===== src/logic/ptad_defines.vh =====
// constants for the pager time and address decoder
`ifndef PTAD_DEFINES_VH
`define PTAD_DEFINES_VH
// information word function codes and system-message time subtypes
`define PTAD_FC_TIME 3'h2
`define PTAD_FC_SYSMSG 3'h5
`define PTAD_SM_TIME_A 4'h4
`define PTAD_SM_TIME_B 4'h5
// field positions inside the 14-bit content field
`define PTAD_CSEC_HI 13
`define PTAD_CSEC_LO 11
`define PTAD_MIN_HI 10
`define PTAD_MIN_LO 5
`define PTAD_HOUR_HI 4
`define PTAD_HOUR_LO 0
`define PTAD_ASEC_HI 13
`define PTAD_ASEC_LO 11
`define PTAD_DST_BIT 9
`define PTAD_ZONE_HI 8
`define PTAD_ZONE_LO 4
`define PTAD_SUB_HI 3
`define PTAD_SUB_LO 0
// legal field maxima
`define PTAD_MINUTE_MAX 6'h3b
`define PTAD_HOUR_MAX 5'h17
// zone codes with special meaning
`define PTAD_ZONE_POS_MAX 5'h0c
`define PTAD_ZONE_NEG_MIN 5'h15
`define PTAD_ZONE_RSVD 5'h10
// address word range limits (inclusive upper ends)
`define PTAD_AW_IDLE_LO 21'h000000
`define PTAD_AW_IDLE_HI 21'h1fffff
`define PTAD_AW_LONG1_HI 21'h008000
`define PTAD_AW_SHORT_HI 21'h1e0000
`define PTAD_AW_LONG3_HI 21'h1e8000
`define PTAD_AW_LONG4_HI 21'h1f0000
`define PTAD_AW_SRES1_HI 21'h1f27ff
`define PTAD_AW_INFO_HI 21'h1f67ff
`define PTAD_AW_NET_HI 21'h1f77ff
`define PTAD_AW_TEMP_HI 21'h1f780f
`define PTAD_AW_OPER_HI 21'h1f781f
`define PTAD_AW_SRES2_HI 21'h1f7ffe
// address classes
`define PTAD_CL_IDLE 4'h0
`define PTAD_CL_LONG1 4'h1
`define PTAD_CL_SHORT 4'h2
`define PTAD_CL_LONG3 4'h3
`define PTAD_CL_LONG4 4'h4
`define PTAD_CL_SRES 4'h5
`define PTAD_CL_INFO 4'h6
`define PTAD_CL_NET 4'h7
`define PTAD_CL_TEMP 4'h8
`define PTAD_CL_OPER 4'h9
`define PTAD_CL_LONG2 4'ha
// address types for phase handling
`define PTAD_AT_SINGLE 2'h0
`define PTAD_AT_ANY 2'h1
`define PTAD_AT_ALL 2'h2
// register byte offsets
`define PTAD_REG_CFG 5'h00
`define PTAD_REG_TIME 5'h04
`define PTAD_REG_ZONE 5'h08
`define PTAD_REG_ASTAT 5'h0c
`define PTAD_REG_AW1 5'h10
`define PTAD_REG_AW2 5'h14
`define PTAD_REG_FRAME 5'h18
// config reset value: frame 0, battery cycle 4, phase 0, single-phase
`define PTAD_CFG_RESET 32'h0000_0400
`endif


===== src/logic/ptad_addr_class.v =====
// classifies one 21-bit address code word into its range
`timescale 1ns/1ps
`include "ptad_defines.vh"
module ptad_addr_class (
   // word in
   input wire [20:0] word,
   // class out
   output reg [3:0] cls
);
   always @* begin
      if (word == `PTAD_AW_IDLE_LO || word == `PTAD_AW_IDLE_HI) begin
         cls = `PTAD_CL_IDLE;
      end else if (word <= `PTAD_AW_LONG1_HI) begin
         cls = `PTAD_CL_LONG1;
      end else if (word <= `PTAD_AW_SHORT_HI) begin
         cls = `PTAD_CL_SHORT;
      end else if (word <= `PTAD_AW_LONG3_HI) begin
         cls = `PTAD_CL_LONG3;
      end else if (word <= `PTAD_AW_LONG4_HI) begin
         cls = `PTAD_CL_LONG4;
      end else if (word <= `PTAD_AW_SRES1_HI) begin
         cls = `PTAD_CL_SRES;
      end else if (word <= `PTAD_AW_INFO_HI) begin
         cls = `PTAD_CL_INFO;
      end else if (word <= `PTAD_AW_NET_HI) begin
         cls = `PTAD_CL_NET;
      end else if (word <= `PTAD_AW_TEMP_HI) begin
         cls = `PTAD_CL_TEMP;
      end else if (word <= `PTAD_AW_OPER_HI) begin
         cls = `PTAD_CL_OPER;
      end else if (word <= `PTAD_AW_SRES2_HI) begin
         cls = `PTAD_CL_SRES;
      end else begin
         cls = `PTAD_CL_LONG2;
      end
   end
endmodule


===== src/logic/ptad_zone_map.v =====
// maps a 5-bit zone code to a signed offset from gmt in minutes
`timescale 1ns/1ps
`include "ptad_defines.vh"
module ptad_zone_map (
   // code in
   input wire [4:0] zone,
   // offset out, two's complement minutes
   output reg [10:0] offset_min,
   output reg reserved
);
   reg [10:0] hours;
   always @* begin
      hours = 11'h000;
      reserved = 1'b0;
      offset_min = 11'h000;
      if (zone <= `PTAD_ZONE_POS_MAX) begin
         hours = {6'h00, zone};
         offset_min = hours * 11'h03c;
      end else if (zone >= `PTAD_ZONE_NEG_MIN) begin
         // codes count upward toward gmt, so minus (32 - code) hours
         hours = {6'h00, zone} - 11'h020;
         offset_min = hours * 11'h03c;
      end else begin
         case (zone)
            5'h0d: offset_min = 11'h0d2;
            5'h0e: offset_min = 11'h10e;
            5'h0f: offset_min = 11'h14a;
            5'h11: offset_min = 11'h159;
            5'h12: offset_min = 11'h186;
            5'h13: offset_min = 11'h23a;
            5'h14: offset_min = 11'h72e;
            default: begin
               offset_min = 11'h000;
               reserved = 1'b1;
            end
         endcase
      end
   end
endmodule


===== src/logic/ptad_top.v =====
// pager time word and address word decoder with frame watch logic
`timescale 1ns/1ps
`include "ptad_defines.vh"
// How it works
// - time word splits into seconds, minute, hour
// - coarse seconds count eighths of a minute
// - minute is binary, valid 0 to 59
// - hour is binary, valid 0 to 23
// - system subtypes 4,5 carry seconds, flag, zone
// - other system subtypes never touch time
// - accurate sixty-fourths add to coarse seconds
// - flag one standard time, zero daylight
// - zone codes give whole-hour gmt offsets
// - special half-hour zones and one 5:45 zone (code 10001), code 10000 reserved
// - idle, long1, short, long3, long4 ranges
// - upper ranges: service, network, temporary, operator
// - short one word, long two words
// - only pairs 1-2,1-3,1-4,2-3,2-4 accepted
// - phase search follows single, any, all type
// - watch assigned frame every 2^b frames
// - frame numbers wrap modulo 128
module ptad_top (
   // clock and reset
   input wire mclk,
   input wire rst_n,
   // information word from the receiver channel
   input wire iw_valid,
   input wire [2:0] info_word_function_code,
   input wire [13:0] iw_content,
   // address code word from the receiver channel
   input wire aw_valid,
   input wire [20:0] aw_word,
   // frame timing
   input wire frame_start,
   input wire [6:0] frame_num,
   input wire [1:0] phase_num,
   input wire msg_found,
   // register port
   input wire [4:0] reg_addr,
   input wire [31:0] reg_wdata,
   input wire reg_wr,
   input wire reg_rd,
   output reg [31:0] reg_rdata_q,
   // decoded time
   output reg time_upd_q,
   output reg [2:0] coarse_sec_q,
   output reg [5:0] minute_q,
   output reg [4:0] hour_q,
   output reg [5:0] seconds_q,
   output reg time_bad_q,
   // decoded zone
   output reg zone_upd_q,
   output reg std_time_q,
   output reg [4:0] zone_code_q,
   output reg [10:0] zone_off_q,
   output reg zone_rsvd_q,
   // decoded address
   output reg addr_short_q,
   output reg addr_long_q,
   output reg addr_err_q,
   output reg [3:0] addr_class_q,
   // frame and phase search
   output reg frame_watch_q,
   output reg phase_seek_q
);
   localparam AS_FIRST = 1'b0;
   localparam AS_SECOND = 1'b1;
   // configuration written by software
   reg [6:0] cfg_frame_q;
   reg [2:0] cfg_bcyc_q;
   reg [1:0] cfg_phase_q;
   reg [1:0] cfg_atype_q;

   // time state
   reg [2:0] acc_sec_q;
   reg time_seen_q;
   reg zone_seen_q;
   // address state
   reg as_state_q;
   reg [3:0] first_cls_q;
   reg [20:0] aw1_q;
   reg [20:0] aw2_q;
   reg [7:0] short_cnt_q;
   reg [7:0] long_cnt_q;
   reg [7:0] err_cnt_q;
   // phase state
   reg taken_q;
   reg [1:0] taken_phase_q;

   wire [3:0] aw_cls;
   wire [10:0] zone_off;
   wire zone_rsvd;

   ptad_addr_class u_class (
      .word(aw_word),
      .cls(aw_cls)
   );

   ptad_zone_map u_zone (
      .zone(iw_content[`PTAD_ZONE_HI:`PTAD_ZONE_LO]),
      .offset_min(zone_off),
      .reserved(zone_rsvd)
   );

   // ---- information word decode ----
   wire [3:0] iw_sub = iw_content[`PTAD_SUB_HI:`PTAD_SUB_LO];
   wire is_time = iw_valid && (info_word_function_code == `PTAD_FC_TIME);
   wire is_sysmsg = iw_valid && (info_word_function_code == `PTAD_FC_SYSMSG);
   // only the two time subtypes may update anything here
   wire is_zone = is_sysmsg &&
      (iw_sub == `PTAD_SM_TIME_A || iw_sub == `PTAD_SM_TIME_B);

   wire [2:0] new_csec = iw_content[`PTAD_CSEC_HI:`PTAD_CSEC_LO];
   wire [5:0] new_min = iw_content[`PTAD_MIN_HI:`PTAD_MIN_LO];
   wire [4:0] new_hour = iw_content[`PTAD_HOUR_HI:`PTAD_HOUR_LO];
   wire [2:0] new_asec = iw_content[`PTAD_ASEC_HI:`PTAD_ASEC_LO];

   // the coarse and fine parts may arrive in either order; use the newest of each
   wire [2:0] csec_use = is_time ? new_csec : coarse_sec_q;
   wire [2:0] asec_use = is_zone ? new_asec : acc_sec_q;
   // 64ths of a minute: eighths become 8/64, then 60/64 s per unit
   wire [5:0] units = {csec_use, 3'h0} + {3'h0, asec_use};
   wire [9:0] units_x15 = {4'h0, units} * 10'h00f;
   wire [5:0] sec_d = units_x15[9:4];

   always @(posedge mclk or negedge rst_n) begin
      if (!rst_n) begin
         time_upd_q <= 1'b0;
         coarse_sec_q <= 3'h0;
         minute_q <= 6'h00;
         hour_q <= 5'h00;
         time_bad_q <= 1'b0;
         time_seen_q <= 1'b0;
         seconds_q <= 6'h00;
         zone_upd_q <= 1'b0;
         acc_sec_q <= 3'h0;
         std_time_q <= 1'b0;
         zone_code_q <= 5'h00;
         zone_off_q <= 11'h000;
         zone_rsvd_q <= 1'b0;
         zone_seen_q <= 1'b0;
      end else begin
         time_upd_q <= is_time;
         zone_upd_q <= is_zone;
         if (is_time) begin
            coarse_sec_q <= new_csec;
            minute_q <= new_min;
            hour_q <= new_hour;
            // out-of-range values are passed on but marked
            time_bad_q <= (new_min > `PTAD_MINUTE_MAX) || (new_hour > `PTAD_HOUR_MAX);
            time_seen_q <= 1'b1;
         end
         if (is_zone) begin
            acc_sec_q <= new_asec;
            std_time_q <= iw_content[`PTAD_DST_BIT];
            zone_code_q <= iw_content[`PTAD_ZONE_HI:`PTAD_ZONE_LO];
            zone_off_q <= zone_off;
            zone_rsvd_q <= zone_rsvd;
            zone_seen_q <= 1'b1;
         end
         if (is_time || is_zone) begin
            seconds_q <= sec_d;
         end
      end
   end

   // ---- address word sequencing ----
   wire cls_long_first = (aw_cls == `PTAD_CL_LONG1) || (aw_cls == `PTAD_CL_LONG2);
   wire cls_single = (aw_cls == `PTAD_CL_SHORT) || (aw_cls == `PTAD_CL_SRES) ||
      (aw_cls == `PTAD_CL_INFO) || (aw_cls == `PTAD_CL_NET) ||
      (aw_cls == `PTAD_CL_TEMP) || (aw_cls == `PTAD_CL_OPER);
   reg pair_ok;
   always @* begin
      pair_ok = 1'b0;
      if (first_cls_q == `PTAD_CL_LONG1) begin
         pair_ok = (aw_cls == `PTAD_CL_LONG2) || (aw_cls == `PTAD_CL_LONG3) ||
            (aw_cls == `PTAD_CL_LONG4);
      end else if (first_cls_q == `PTAD_CL_LONG2) begin
         pair_ok = (aw_cls == `PTAD_CL_LONG3) || (aw_cls == `PTAD_CL_LONG4);
      end
   end

   reg as_state_d;
   reg short_d;
   reg long_d;
   reg err_d;
   reg load1_d;
   reg load2_d;
   always @* begin
      as_state_d = as_state_q;
      short_d = 1'b0;
      long_d = 1'b0;
      err_d = 1'b0;
      load1_d = 1'b0;
      load2_d = 1'b0;
      if (aw_valid) begin
         case (as_state_q)
            AS_FIRST: begin
               if (cls_single) begin
                  short_d = 1'b1;
                  load1_d = 1'b1;
               end else if (cls_long_first) begin
                  load1_d = 1'b1;
                  as_state_d = AS_SECOND;
               end else begin
                  // idle word, or long 3/4 with no first word before it
                  err_d = 1'b1;
               end
            end
            AS_SECOND: begin
               if (pair_ok) begin
                  long_d = 1'b1;
                  load2_d = 1'b1;
                  as_state_d = AS_FIRST;
               end else begin
                  // a bad second word aborts; it is not reused as a new first word
                  err_d = 1'b1;
                  as_state_d = AS_FIRST;
               end
            end
            default: begin
               as_state_d = AS_FIRST;
            end
         endcase
      end
   end

   always @(posedge mclk or negedge rst_n) begin
      if (!rst_n) begin
         as_state_q <= AS_FIRST;
         first_cls_q <= `PTAD_CL_IDLE;
         aw1_q <= 21'h000000;
         aw2_q <= 21'h000000;
         addr_short_q <= 1'b0;
         addr_long_q <= 1'b0;
         addr_err_q <= 1'b0;
         addr_class_q <= `PTAD_CL_IDLE;
         short_cnt_q <= 8'h00;
         long_cnt_q <= 8'h00;
         err_cnt_q <= 8'h00;
      end else begin
         as_state_q <= as_state_d;
         addr_short_q <= short_d;
         addr_long_q <= long_d;
         addr_err_q <= err_d;
         if (aw_valid) begin
            addr_class_q <= aw_cls;
         end
         if (load1_d) begin
            aw1_q <= aw_word;
            first_cls_q <= aw_cls;
         end
         if (load2_d) begin
            aw2_q <= aw_word;
         end
         // counters saturate so software can tell overflow from wrap
         if (short_d && short_cnt_q != 8'hff) begin
            short_cnt_q <= short_cnt_q + 8'h01;
         end
         if (long_d && long_cnt_q != 8'hff) begin
            long_cnt_q <= long_cnt_q + 8'h01;
         end
         if (err_d && err_cnt_q != 8'hff) begin
            err_cnt_q <= err_cnt_q + 8'h01;
         end
      end
   end

   // ---- frame watch ----
   wire [6:0] frame_diff = frame_num - cfg_frame_q;
   wire [7:0] period = 8'h01 << cfg_bcyc_q;
   wire [7:0] mask_w = period - 8'h01;
   wire watch_now = (frame_diff & mask_w[6:0]) == 7'h00;

   // ---- phase search ----
   reg seek_d;
   always @* begin
      seek_d = 1'b0;
      case (cfg_atype_q)
         `PTAD_AT_SINGLE: seek_d = frame_watch_q && (phase_num == cfg_phase_q);
         `PTAD_AT_ANY: seek_d = frame_watch_q && (!taken_q || taken_phase_q == phase_num);
         default: seek_d = frame_watch_q;
      endcase
   end

   always @(posedge mclk or negedge rst_n) begin
      if (!rst_n) begin
         frame_watch_q <= 1'b0;
         phase_seek_q <= 1'b0;
         taken_q <= 1'b0;
         taken_phase_q <= 2'h0;
      end else begin
         phase_seek_q <= seek_d;
         if (frame_start) begin
            frame_watch_q <= watch_now;
            taken_q <= 1'b0;
         end else if (msg_found && !taken_q && frame_watch_q) begin
            // any-phase: the first phase with our message owns the frame
            taken_q <= 1'b1;
            taken_phase_q <= phase_num;
         end
      end
   end

   // ---- register port ----
   always @(posedge mclk or negedge rst_n) begin
      if (!rst_n) begin
         cfg_frame_q <= 7'h00;
         cfg_bcyc_q <= 3'h4;
         cfg_phase_q <= 2'h0;
         cfg_atype_q <= `PTAD_AT_SINGLE;
      end else if (reg_wr && reg_addr == `PTAD_REG_CFG) begin
         cfg_frame_q <= reg_wdata[6:0];
         cfg_bcyc_q <= reg_wdata[10:8];
         cfg_phase_q <= reg_wdata[13:12];
         cfg_atype_q <= reg_wdata[17:16];
      end
   end

   reg [31:0] rdata_d;
   always @* begin
      rdata_d = 32'h0000_0000;
      if (reg_addr == `PTAD_REG_CFG) begin
         rdata_d = {14'h0000, cfg_atype_q, 2'h0, cfg_phase_q, 1'b0, cfg_bcyc_q,
            1'b0, cfg_frame_q};
      end else if (reg_addr == `PTAD_REG_TIME) begin
         rdata_d = {time_seen_q, time_bad_q, 2'h0, seconds_q, 1'b0, hour_q,
            2'h0, minute_q, 5'h00, coarse_sec_q};
      end else if (reg_addr == `PTAD_REG_ZONE) begin
         rdata_d = {zone_seen_q, zone_rsvd_q, 3'h0, zone_off_q, 3'h0, zone_code_q,
            3'h0, std_time_q, 1'b0, acc_sec_q};
      end else if (reg_addr == `PTAD_REG_ASTAT) begin
         rdata_d = {err_cnt_q, long_cnt_q, short_cnt_q, 3'h0, as_state_q, addr_class_q};
      end else if (reg_addr == `PTAD_REG_AW1) begin
         rdata_d = {11'h000, aw1_q};
      end else if (reg_addr == `PTAD_REG_AW2) begin
         rdata_d = {11'h000, aw2_q};
      end else if (reg_addr == `PTAD_REG_FRAME) begin
         rdata_d = {22'h000000, frame_watch_q, taken_q, taken_phase_q, 1'b0,
            cfg_bcyc_q, 2'h0};
      end
   end

   // read data stand one cycle after the strobe, zero otherwise
   always @(posedge mclk or negedge rst_n) begin
      if (!rst_n) begin
         reg_rdata_q <= 32'h0000_0000;
      end else if (reg_rd) begin
         reg_rdata_q <= rdata_d;
      end else begin
         reg_rdata_q <= 32'h0000_0000;
      end
   end
endmodule


===== config.mk =====
export PLATFORM = sky130hd
export DESIGN_NAME = ptad_top
export DESIGN_NICKNAME = d
export VERILOG_FILES = /design/src/logic/ptad_addr_class.v /design/src/logic/ptad_zone_map.v /design/src/logic/ptad_top.v
export VERILOG_INCLUDE_DIRS = /design/src /design/src/logic
export SDC_FILE = /design/constraint.sdc
export NUM_CORES = 1
export LEC_CHECK = 0
export BUFFER_PORTS_ARGS = -buffer_cell sky130_fd_sc_hd__buf_4
export CAP_MARGIN = 5
export CORE_AREA = 2 2 135 170
export DETAILED_ROUTE_END_ITERATION = 10
export DIE_AREA = 0 0 137 172
export PLACE_DENSITY = 0.73
export SLEW_MARGIN = 15
export SYNTH_ARGS = -nofsm -noshare
export SYNTH_HDL_FRONTEND = slang
export SYNTH_SLANG_ARGS = --single-unit

===== constraint.sdc =====
create_clock -name mclk -period 3.61 [get_ports mclk]
set_input_delay 0.361 -clock mclk [delete_from_list [all_inputs] [get_ports mclk]]
set_output_delay 0.361 -clock mclk [all_outputs]
set_load 0.005 [all_outputs]

# --- Word level (Yosys, flattened, before mapping) ---
# Cells that the tools add are included.
word_totals:
  inputBits: 92
  elab_cells: 180
  register_bits: 175
op_classes:
  shift: 1
  n_bitwise: 3
  eq_ne: 36
  muxes: 49
  n_reduce_logical: 33
  n_mul: 3
  n_lt_le_gt_ge: 14
  n_addsub: 7
op_table:
  columns: ["cell", "n"]
  rows:
  - ["21-bit less-or-equal comparator (second input constant)", 9]
  - ["32-bit two-way mux", 5]
  - ["11-bit one-hot mux with 7 select lines", 1]
  - ["4-bit two-way mux", 11]
  - ["21-bit two-way mux", 2]
  - ["5-bit equality test (second input constant)", 7]
  - ["5-bit by 4-bit equality test with 1-bit output (second input constant)", 5]
  - ["8-bit by 1-bit adder with 8-bit output (second input constant)", 3]
  - ["4-bit by 3-bit equality test with 1-bit output (second input constant)", 6]
  - ["8-bit != test (second input constant)", 3]
  - ["1-bit two-way mux", 22]
  - ["11-bit two-way mux", 2]
  - ["21-bit equality test (second input constant)", 1]
  - ["21-bit by 16-bit less-or-equal comparator with 1-bit output (second input constant)", 1]
  - ["21-bit logical NOT", 1]
  - ["4-bit equality test (second input constant)", 4]
  - ["1-bit logical OR", 14]
  - ["1-bit logical AND", 11]
  - ["11-bit by 4-bit multiplier with 9-bit output (second input constant)", 1]
  - ["6-bit by 4-bit multiplier with 10-bit output (second input constant)", 1]
  - ["10-bit two-way mux", 1]
  - ["5-bit by 4-bit multiplier with 9-bit output (second input constant)", 1]
  - ["4-bit by 1-bit equality test with 1-bit output (second input constant)", 2]
  - ["4-bit by 2-bit equality test with 1-bit output (second input constant)", 2]
  - ["25 further kinds", 30]

# --- Logic depth before layout (Yosys ltp) ---
# Gate-level depths: netlist of the first run.
depth:
  depth_word: 22
  mapped_depth: 19

# --- Modules after synthesis ---
# A second synthesis of the first run with hierarchy kept.
hier_totals:
  cells_unflattened: 945
  area_unflattened_um2: 9900.7
by_module_without_submodules:
  columns: ["mod", "instances", "seq_area_each_um2", "area_each_um2", "cells_each"]
  rows:
  - ["ptad_top", 1, 4380.5, 8534.4, 772]
  - ["ptad_zone_map", 1, 0.0, 1099.8, 132]
  - ["ptad_addr_class", 1, 0.0, 266.5, 41]

# --- Least setup slack after synthesis of the first run ---
# OpenSTA, ideal clock, no wires.
synth_timing:
  path_type: "in2reg"
  start: "in iw_valid"
  end: "reg seconds_q[5]"
  cell_stages: 13
  t_required_ns: 3.475
  slack_ns: -0.380
  path_buffers: 1
  setup_time_ns: 0.135
  arrival_ns: 3.855
  path_cell_list: "nor4bb_1 clkbuf_1 o21ai_0 fa_1 fa_1 ha_1 a21oi_1 o21bai_1 a21oi_1 o21bai_1 a21oi_1 xor2_1 o21ai_0"
synth_between:
  elab_cells_between_ends: 8
  classes_between: "add/sub (1); mul (1); mux (2); reduce/logical (4)"
synth_rtl:
  columns: ["element", "line", "text"]
  rows:
  - ["start: declaration", "ptad_top.v:27", "input wire iw_valid,"]
  - ["1-bit logical AND", "ptad_top.v:107", "wire is_time = iw_valid && (info_word_function_code == `PTAD_FC_TIME);"]
  - ["via is_time", "ptad_top.v:107", null]
  - ["3-bit two-way mux", null, null]
  - ["via csec_use[0]", "ptad_top.v:119", "wire [2:0] csec_use = is_time ? new_csec : coarse_sec_q;"]
  - ["6-bit by 3-bit adder with 6-bit output", "ptad_top.v:122", "wire [5:0] units = {csec_use, 3'h0} + {3'h0, asec_use};"]
  - ["6-bit by 4-bit multiplier with 10-bit output", "ptad_top.v:123", "wire [9:0] units_x15 = {4'h0, units} * 10'h00f;"]
  - ["end signal: assignment", "ptad_top.v:134", "seconds_q <= 6'h00;"]
  - ["end signal: assignment", "ptad_top.v:162", "seconds_q <= sec_d;"]
  - ["end: declaration", "ptad_top.v:49", "output reg [5:0] seconds_q,"]
# The timed path passes the listed nets, and every way through them passes these cells.
# A chain may end at the register's enable or synchronous reset.

# --- Worst setup path after layout of the first run ---
layout_timing:
  start: "in iw_content[3]"
  end: "reg seconds_q[5]"
layout_between:
  elab_chain_cells: 6
  elab_cells_between_ends: 8
  classes_between: "add/sub (1); mul (1); eq/ne (2); mux (1); reduce/logical (3)"
layout_lines:
  columns: ["element", "line", "text"]
  rows:
  - ["start: declaration", "ptad_top.v:29", "input wire [13:0] iw_content,"]
  - ["4-bit by 3-bit equality test with 1-bit output (no line)", null, null]
  - ["1-bit logical OR (no line) *", null, null]
  - ["1-bit logical AND *", "ptad_top.v:110", "wire is_zone = is_sysmsg &&"]
  - ["via is_zone", "ptad_top.v:110", null]
  - ["3-bit two-way mux *", null, null]
  - ["via asec_use[1]", "ptad_top.v:120", "wire [2:0] asec_use = is_zone ? new_asec : acc_sec_q;"]
  - ["6-bit by 3-bit adder with 6-bit output *", "ptad_top.v:122", null]
  - ["6-bit by 4-bit multiplier with 10-bit output *", "ptad_top.v:123", null]
# The timed path passes the listed nets; every way through them passes the cells marked *.

==> results of run 1 <==
state kept, by name (all words and copies together) (netlist names), 5 cells and up:
name / cells
aw1_q: 21
aw2_q: 21
cfg_frame_q: 7
err_cnt_q: 8
hour_q: 5
long_cnt_q: 8
minute_q: 6
reg_rdata_q: 32
seconds_q: 6
short_cnt_q: 8
zone_code_q: 5
zone_off_q: 11
final timing paths:
path	endpoint	slack, ps	depth (start not counted)
setup / recovery	seconds_q[5]$_DFFE_PN0P_	230	19
hold / removal	addr_long_q$_DFF_PN0_	-10	1
setup reg to reg	seconds_q[5]$_DFFE_PN0P_	410	15
hold reg to reg	aw2_q[19]$_DFFE_PN0P_	470	1
max in group asynchronous	addr_class_q[3]$_DFFE_PN0P_	2720	2
min in group mclk	taken_q$_DFFE_PN0P_	120	2
routing by layer:
| metal | vias up | global-route usage |
|---|---|---|
| li1 | 3721 | - |
| met2 | 305 | 0.399 |
| met1 | 3976 | 0.303 |
| met4 | 0 | 0.124 |
| met3 | 66 | 0.0381 |
| met5 | - | 0 |
layout by cell type (no fill, tap or decap), types with 11 or more instances in the layout:
| master | count |
|---|---|
| buf_4 | 193 |
| ha_1 | 50 |
| mux2i_1 | 14 |
| nand2_1 | 147 |
| a21oi_1 | 51 |
| a21o_1 | 11 |
| xor2_1 | 17 |
| clkbuf_16 | 17 |
| xnor2_1 | 25 |
| dfrtp_1 | 174 |
| inv_1 | 40 |
| nor2_1 | 41 |
| nor3_1 | 15 |
| nand3_1 | 21 |
| o21ai_0 | 73 |
| nand2b_1 | 15 |
| nand4_1 | 13 |
| mux2_2 | 56 |
| fa_1 | 16 |
critical path, cell delays in order:
cell      delay, ps
buf_4           110
nor3_1          170
nand4b_1        210
inv_2           160
nand2_1          60
nand2_1          70
inv_1            60
fa_1            520
inv_1            60
fa_1            450
ha_1            290
a21o_1          180
a21oi_2         190
o21bai_1        120
a21oi_2         160
o21bai_1         90
a21oi_1         180
xor2_1          140
o21ai_0          80
stage by stage:
step / power (uW) / cell area [sq um] / TNS (ps)
finish: 5820 / 12000 / 0
global route: 6130 / 12000 / -4.44
CTS: 5840 / 12000 / 0
detailed placement: 4080 / 11400 / -578
global placement: 4020 / 11400 / -193
floorplan: 3330 / 9760 / 0
area by class of cell:
type                       count  area, sq um
timing repair buffer         195         1480
tap                          283          354
sequential                   175         4380
fill                        1949         9980
clock inverter                 9         72.6
inverter                      41          154
multi-input combinational    700         5070
clock buffer                  23          488
power by group through the flow:
| stage | logic (uW) | registers (uW) | clock network, uW |
|---|---|---|---|
| 2_1_floorplan | 894 | 2440 | 0 |
| 3_3_place_gp | 1480 | 2540 | 0 |
| 3_5_place_dp | 1540 | 2540 | 0 |
| 4_1_cts | 1550 | 2510 | 1790 |
| 5_1_grt | 1710 | 2550 | 1870 |
| 6_report | 1540 | 2520 | 1760 |
cell usage after synthesis (5+ instances only):
cell | count | area share
and3_1 | 9 | 0.0058
a21o_1 | 11 | 0.0085
nor2_1 | 41 | 0.016
mux2i_1 | 14 | 0.014
nand3_1 | 21 | 0.011
mux2_2 | 56 | 0.065
fa_1 | 16 | 0.033
a21oi_1 | 53 | 0.027
dfrtp_1 | 174 | 0.45
a221oi_1 | 7 | 0.0063
xor2_1 | 17 | 0.015
inv_1 | 41 | 0.016
o211ai_1 | 5 | 0.0039
a22oi_1 | 5 | 0.0039
a31oi_1 | 6 | 0.0039
xnor2_1 | 25 | 0.022
and4_1 | 5 | 0.0045
ha_1 | 50 | 0.064
nand2b_1 | 15 | 0.0096
clkbuf_1 | 26 | 0.010
nor2b_1 | 6 | 0.0039
mux2_1 | 6 | 0.0069
nand2_1 | 147 | 0.057
o31ai_1 | 5 | 0.0039
o21ai_0 | 74 | 0.038
nand4_1 | 13 | 0.0083
nor3_1 | 15 | 0.0077
a211oi_1 | 8 | 0.0062
buf_2 | 5 | 0.0026
kinds of logic (layout without fill, tap and decap cells):
kind of cell | count (synthesis) | count (layout) | share of synthesized area
compound gates | 213 | 213 | 0.140
xor+xnor | 43 | 43 | 0.0394
fa+ha+maj | 66 | 66 | 0.0970
buf+inv | 80 | 268 | 0.0334
flops | 175 | 175 | 0.449
mux | 76 | 76 | 0.0860
simple gates | 302 | 302 | 0.155
==> impl_metrics.yaml, run 1 <==
placed_design:
  pre_cts_ws_ps: -256
  place_inst: 1394
  portBuffers: 155
  gp_congestion: 0.905
  hpwl_mm: 20.8
critical_path:
  worstPathRequired_ps: 3910
  path_class: "input port to flop"
  r2r_start: "acc_sec_q[1]$_DFF_PN0_"
  cp-startpoint: "iw_content[3]"
  worstPathMaxFanout: 5
  crit_path_start_kind: "input port"
  cp-end-kind: "flop"
  worstPathArrival_ps: 3680
sta:
  tightest_slew_ps: 847
  slew_violations: 0
  slew_headroom: 0.435
  fin_crit_sh: 0.938
  setup_viol: 0
  finalWorstSetupSlack_ps: 225
  final.min_clock_period_ps: 3380
  finClkSkew_ps: 11.3
  fmax_ghz: 0.295
  whs_ps: -14.8
  finalHoldViolations: 10
pwr:
  power_density_nw_per_um2: 485
  irDropWorstVdd_mv: 0.345
  p_switching_uw: 1820
  p_leak_uw: 0.00583
  seqPwrFrac: 0.432
  pwr-share-clk: 0.303
  intPower_uw: 4000
  combPwrFrac: 0.264
  switching_share: 0.313
synthesis:
  synth_edf_count: 0
  ys_seq_area_frac: 0.449
  synthesis.area_sq_um: 9750
  synth.avg_cell_area_sq_um: 10.2
  synth_flop_cell: "dfrtp_1"
  synthCells: 955
  ys_ff_latch: 175
  synthesis.nets: 1113
  netlist-cell-type-count: 70
  yosysWarnings: 0
  synthArstFlopShare: 1.00
routing:
  routed_wl_mm: 27.5
  vias_per_cell: 5.66
  firstDrtPassIters: 7
  drtIter0Drc: 663
  dr_wl_met2_mm: 13.6
  highest_layer: "met4"
  wl_met3_mm: 1.74
  wl_met1_mm: 11.0
  ant_nets: 0
  routed-via-count: 8068
  drcViolationCount: 0
  wl_per_cell_microns: 19.3
layout:
  nets: 1288
  fin_util: 0.546
  drive_above_1_share: 0.270
  synthToLayoutAreaGrowth_pct: 23.1
  stdcell_count: 1426
  n_antenna_cell: 0
clock_tree:
  clockRootBuffer: "clkbuf_16"
  htree_levels: 4
  cts_buffers: 17
  cts_buffer_depth: 2
  clock_sinks: 175
  cts-hold-fix-buffers: 0
  post_cts_buffers: 0
  path_clk_slew_ps: 70
  cts_tree: "yes"
  clock_latency_ps: 440
  cts-resized-gates: 0
global_route:
  track_usage: 0.241
  grt_pass1_wl_mm: 43.0
  overflow: 0
  grt_pass1_vias: 8108
  grt_max_degree: 90
  antenna_found_initial: 0
flow_run:
  maxCapViolCount: 0
floorplan:
  die_width_microns: 137
  dieArea_sq_um: 23600
  fp.dieH_microns: 172
  num_rows: 61
  io_pins: 174
  initial_core_util: 0.444
  core-area_sq_um: 22000
run_status:
  status: "finished, violations left"
  violations: "hold timing"
hold_path:
  min_path_type: "input port to asynchronous set/reset pin"
(Power assumes the default switching activity.)
==> run 2: changes to the inputs <==
ABC_AREA = 1   (was not set)
==> run 2 against run 1 <==
The run ends with hold timing, setup timing left. Cell count is 14% higher. Global-route usage is 0.64 points higher. Clock skew is 1.9 ps lower. Synthesized cell count is 20% higher. Sequential share of layout area is 0.50 points lower. Sequential power is 2% lower. First-iteration DRC count is 5.7% higher. Register-to-register slack worse by 390 ps. Sequential cell count stayed put. Critical path type unchanged. Critical endpoint is now seconds_q[4]$_DFFE_PN0P_. Largest power group unchanged. Highest routed layer unchanged.
==> impl_metrics.yaml, run 2 <==
run_status:
  status: "finished, violations left"
  violations: "hold timing, setup timing"
layout:
  regArea_sq_um: 4380
  layout_commonest_cell: "nand2_1"
  regMostFlops: "reg_rdata_q"
  stdcell_count: 1630
  synthToLayoutAreaGrowth_pct: 24.9
  nets: 1492
  largest_reg_flops: 32
  multiInputGateArea_sq_um: 4730
  drive_above_1_share: 0.221
  fin_util: 0.554
  fillers: 1992
  final_cell_mix: "nand2_1, buf_4, dfrtp_1"
  reg.largest.list: "reg_rdata_q x32, aw1_q x21, aw2_q x21"
  n_antenna_cell: 0
synthesis:
  yosysWarnings: 0
  synth_compound_area_frac: 0.139
  muxShareOfSynthArea: 0.00886
  synth_top_family_by_area: "simple AND/OR/NAND/NOR gates"
  ys_top_cells_by_count: "nand2_1, dfrtp_1, inv_1"
  synthesis.area_sq_um: 9740
  synth.avg_cell_area_sq_um: 8.47
  synth_flop_cell: "dfrtp_1"
  yosysTopAreaCellShare: 0.447
  synth_fa_ha_area_frac: 0.0971
  ys_seq_area_frac: 0.450
  synth-xor-area-share: 0.0261
  synthCells: 1150
  synthArstFlopShare: 1.00
  synth_edf_count: 0
  synth.area.top_cells: "dfrtp_1, nand2_1, ha_1, inv_1, o21ai_0"
  synth_area_leader_cell: "dfrtp_1"
  ys_ff_latch: 175
  netlist-cell-type-count: 54
  synthesis.nets: 1308
  yosysMostFrequentCell: "nand2_1"
  synth-simple-area-share: 0.203
floorplan:
  io_pins: 174
  dieArea_sq_um: 23600
  initial_core_util: 0.443
  die_width_microns: 137
  num_rows: 61
  core-area_sq_um: 22000
  fp.dieH_microns: 172
critical_path:
  worstPathMaxFanout: 5
  crit_top_cell: "inv_2"
  worstPathRequired_ps: 3970
  crit_path_start_kind: "input port"
  slowest_stage: "fa_1"
  cp-end-kind: "flop"
  worstPathArrival_ps: 4080
  path_class: "input port to flop"
  max_stage_delay_ps: 540
placed_design:
  portBuffers: 155
  pre_cts_ws_ps: -685
  gp_congestion: 0.918
  hpwl_mm: 21.5
  place_inst: 1593
clock_tree:
  cts_buffers: 17
  path_clk_slew_ps: 70
  clockRootBuffer: "clkbuf_16"
  clock_sinks: 175
  clock_latency_ps: 430
  cts_buffer_depth: 2
  cts_tree: "yes"
  htree_levels: 4
pwr:
  p_leak_uw: 0.00612
  irDropWorstVdd_mv: 0.349
  switching_share: 0.315
  pwr-share-clk: 0.323
  seqPwrFrac: 0.431
  combPwrFrac: 0.246
  power_density_nw_per_um2: 469
  intPower_uw: 3910
  p_switching_uw: 1800
routing:
  ant_nets: 0
  firstDrtPassIters: 7
  routed_wl_mm: 28.3
  drtIter0Drc: 701
  routed-via-count: 8628
  wl_per_cell_microns: 17.4
  vias_per_cell: 5.29
  drcViolationCount: 0
sta:
  setup_tns_ps: -206
  setup_viol: 3
  tightest_slew_ps: 882
  final.min_clock_period_ps: 3720
  finalHoldViolations: 20
  rsz0062_at_grt: "yes"
  slew_violations: 0
  finClkSkew_ps: 9.41
  finalWorstSetupSlack_ps: -111
  fmax_ghz: 0.269
  fin_crit_sh: 1.03
  whs_ps: -11.9
  slew_headroom: 0.411
hold_path:
  min_path_type: "input port to asynchronous set/reset pin"
global_route:
  grt_pass1_wl_mm: 44.5
  grt_max_degree: 87
  overflow: 0
  grt_pass1_vias: 8466
  antenna_found_initial: 0
  track_usage: 0.247
flow_run:
  maxCapViolCount: 0
## run 2: routing by layer
metal | track usage | vias up | wire length, microns
met2 | 0.431 | 298 | 14300
met5 | 0 | - | 0
met3 | 0.0317 | 49 | 1460
met4 | 0.0856 | 0 | 834
li1 | - | 4164 | -
met1 | 0.315 | 4117 | 11700
## run 2: kinds of logic (layout without fill, tap and decap cells)
group	count (synthesis)	count (layout)
buffers and inverters	185	382
DFF	175	175
and+or+nand+nor	455	455
AOI/OAI and AO/OA	233	233
adders and majority gates	66	66
muxes	7	7
xor gates and xnor gates	29	29
## run 2: path summary, 6_finish.rpt
kind,from,endpoint,slack (ps),cells after the start
max in group asynchronous,rst_n,reg_rdata_q[22]$_DFF_PN0_,2690,2
worst min-delay path,rst_n,addr_long_q$_DFF_PN0_,-10,1
worst max register to register,acc_sec_q[2]$_DFF_PN0_,seconds_q[4]$_DFFE_PN0P_,20,23
worst min register to register,zone_seen_q$_DFFE_PN0P_,zone_seen_q$_DFFE_PN0P_,450,2
min in group mclk,iw_content[0],hour_q[0]$_DFFE_PN0P_,120,3
worst max-delay path,info_word_function_code[0],seconds_q[4]$_DFFE_PN0P_,-110,27
## run 2: per-stage QoR
stage               area (sq um)  total power (uW)
floorplan                   9780              3180
global placement           11500              3780
detailed placement         11500              3820
CTS                        12100              5690
global route               12200              6020
finish                     12200              5700
## run 2: power by group through the flow
stage	sequential [uW]	clock, uW	combinational, uW
detailed placement	2480	0	1330
finish	2460	1840	1400
global route	2490	1940	1590
global placement	2480	0	1300
CTS	2450	1860	1380
floorplan	2410	0	775
## run 2: cell type report
cell class,count,area share
flip-flops and latches,175,0.360
well taps,283,0.0291
multi-input cells,790,0.389
clock buffers,18,0.0353
clock inverters,14,0.0128
inverters,150,0.0479
repair buffers,200,0.126
## run 2: what timing repair did
action                     in CTS  in global routing
pin swaps                       8                  5
gates resized for setup         8                 19
buffers inserted                4                  1
setup endpoints to repair       2                  4
hold buffers                    0                  0
## run 2: worst max-delay path, delay by kind of cell
kind,cells,cell delay [ps]
AOI/OAI and AO/OA,7,860
and+or+nand+nor,5,810
adders and majority gates,3,1290
buffers and inverters,12,750
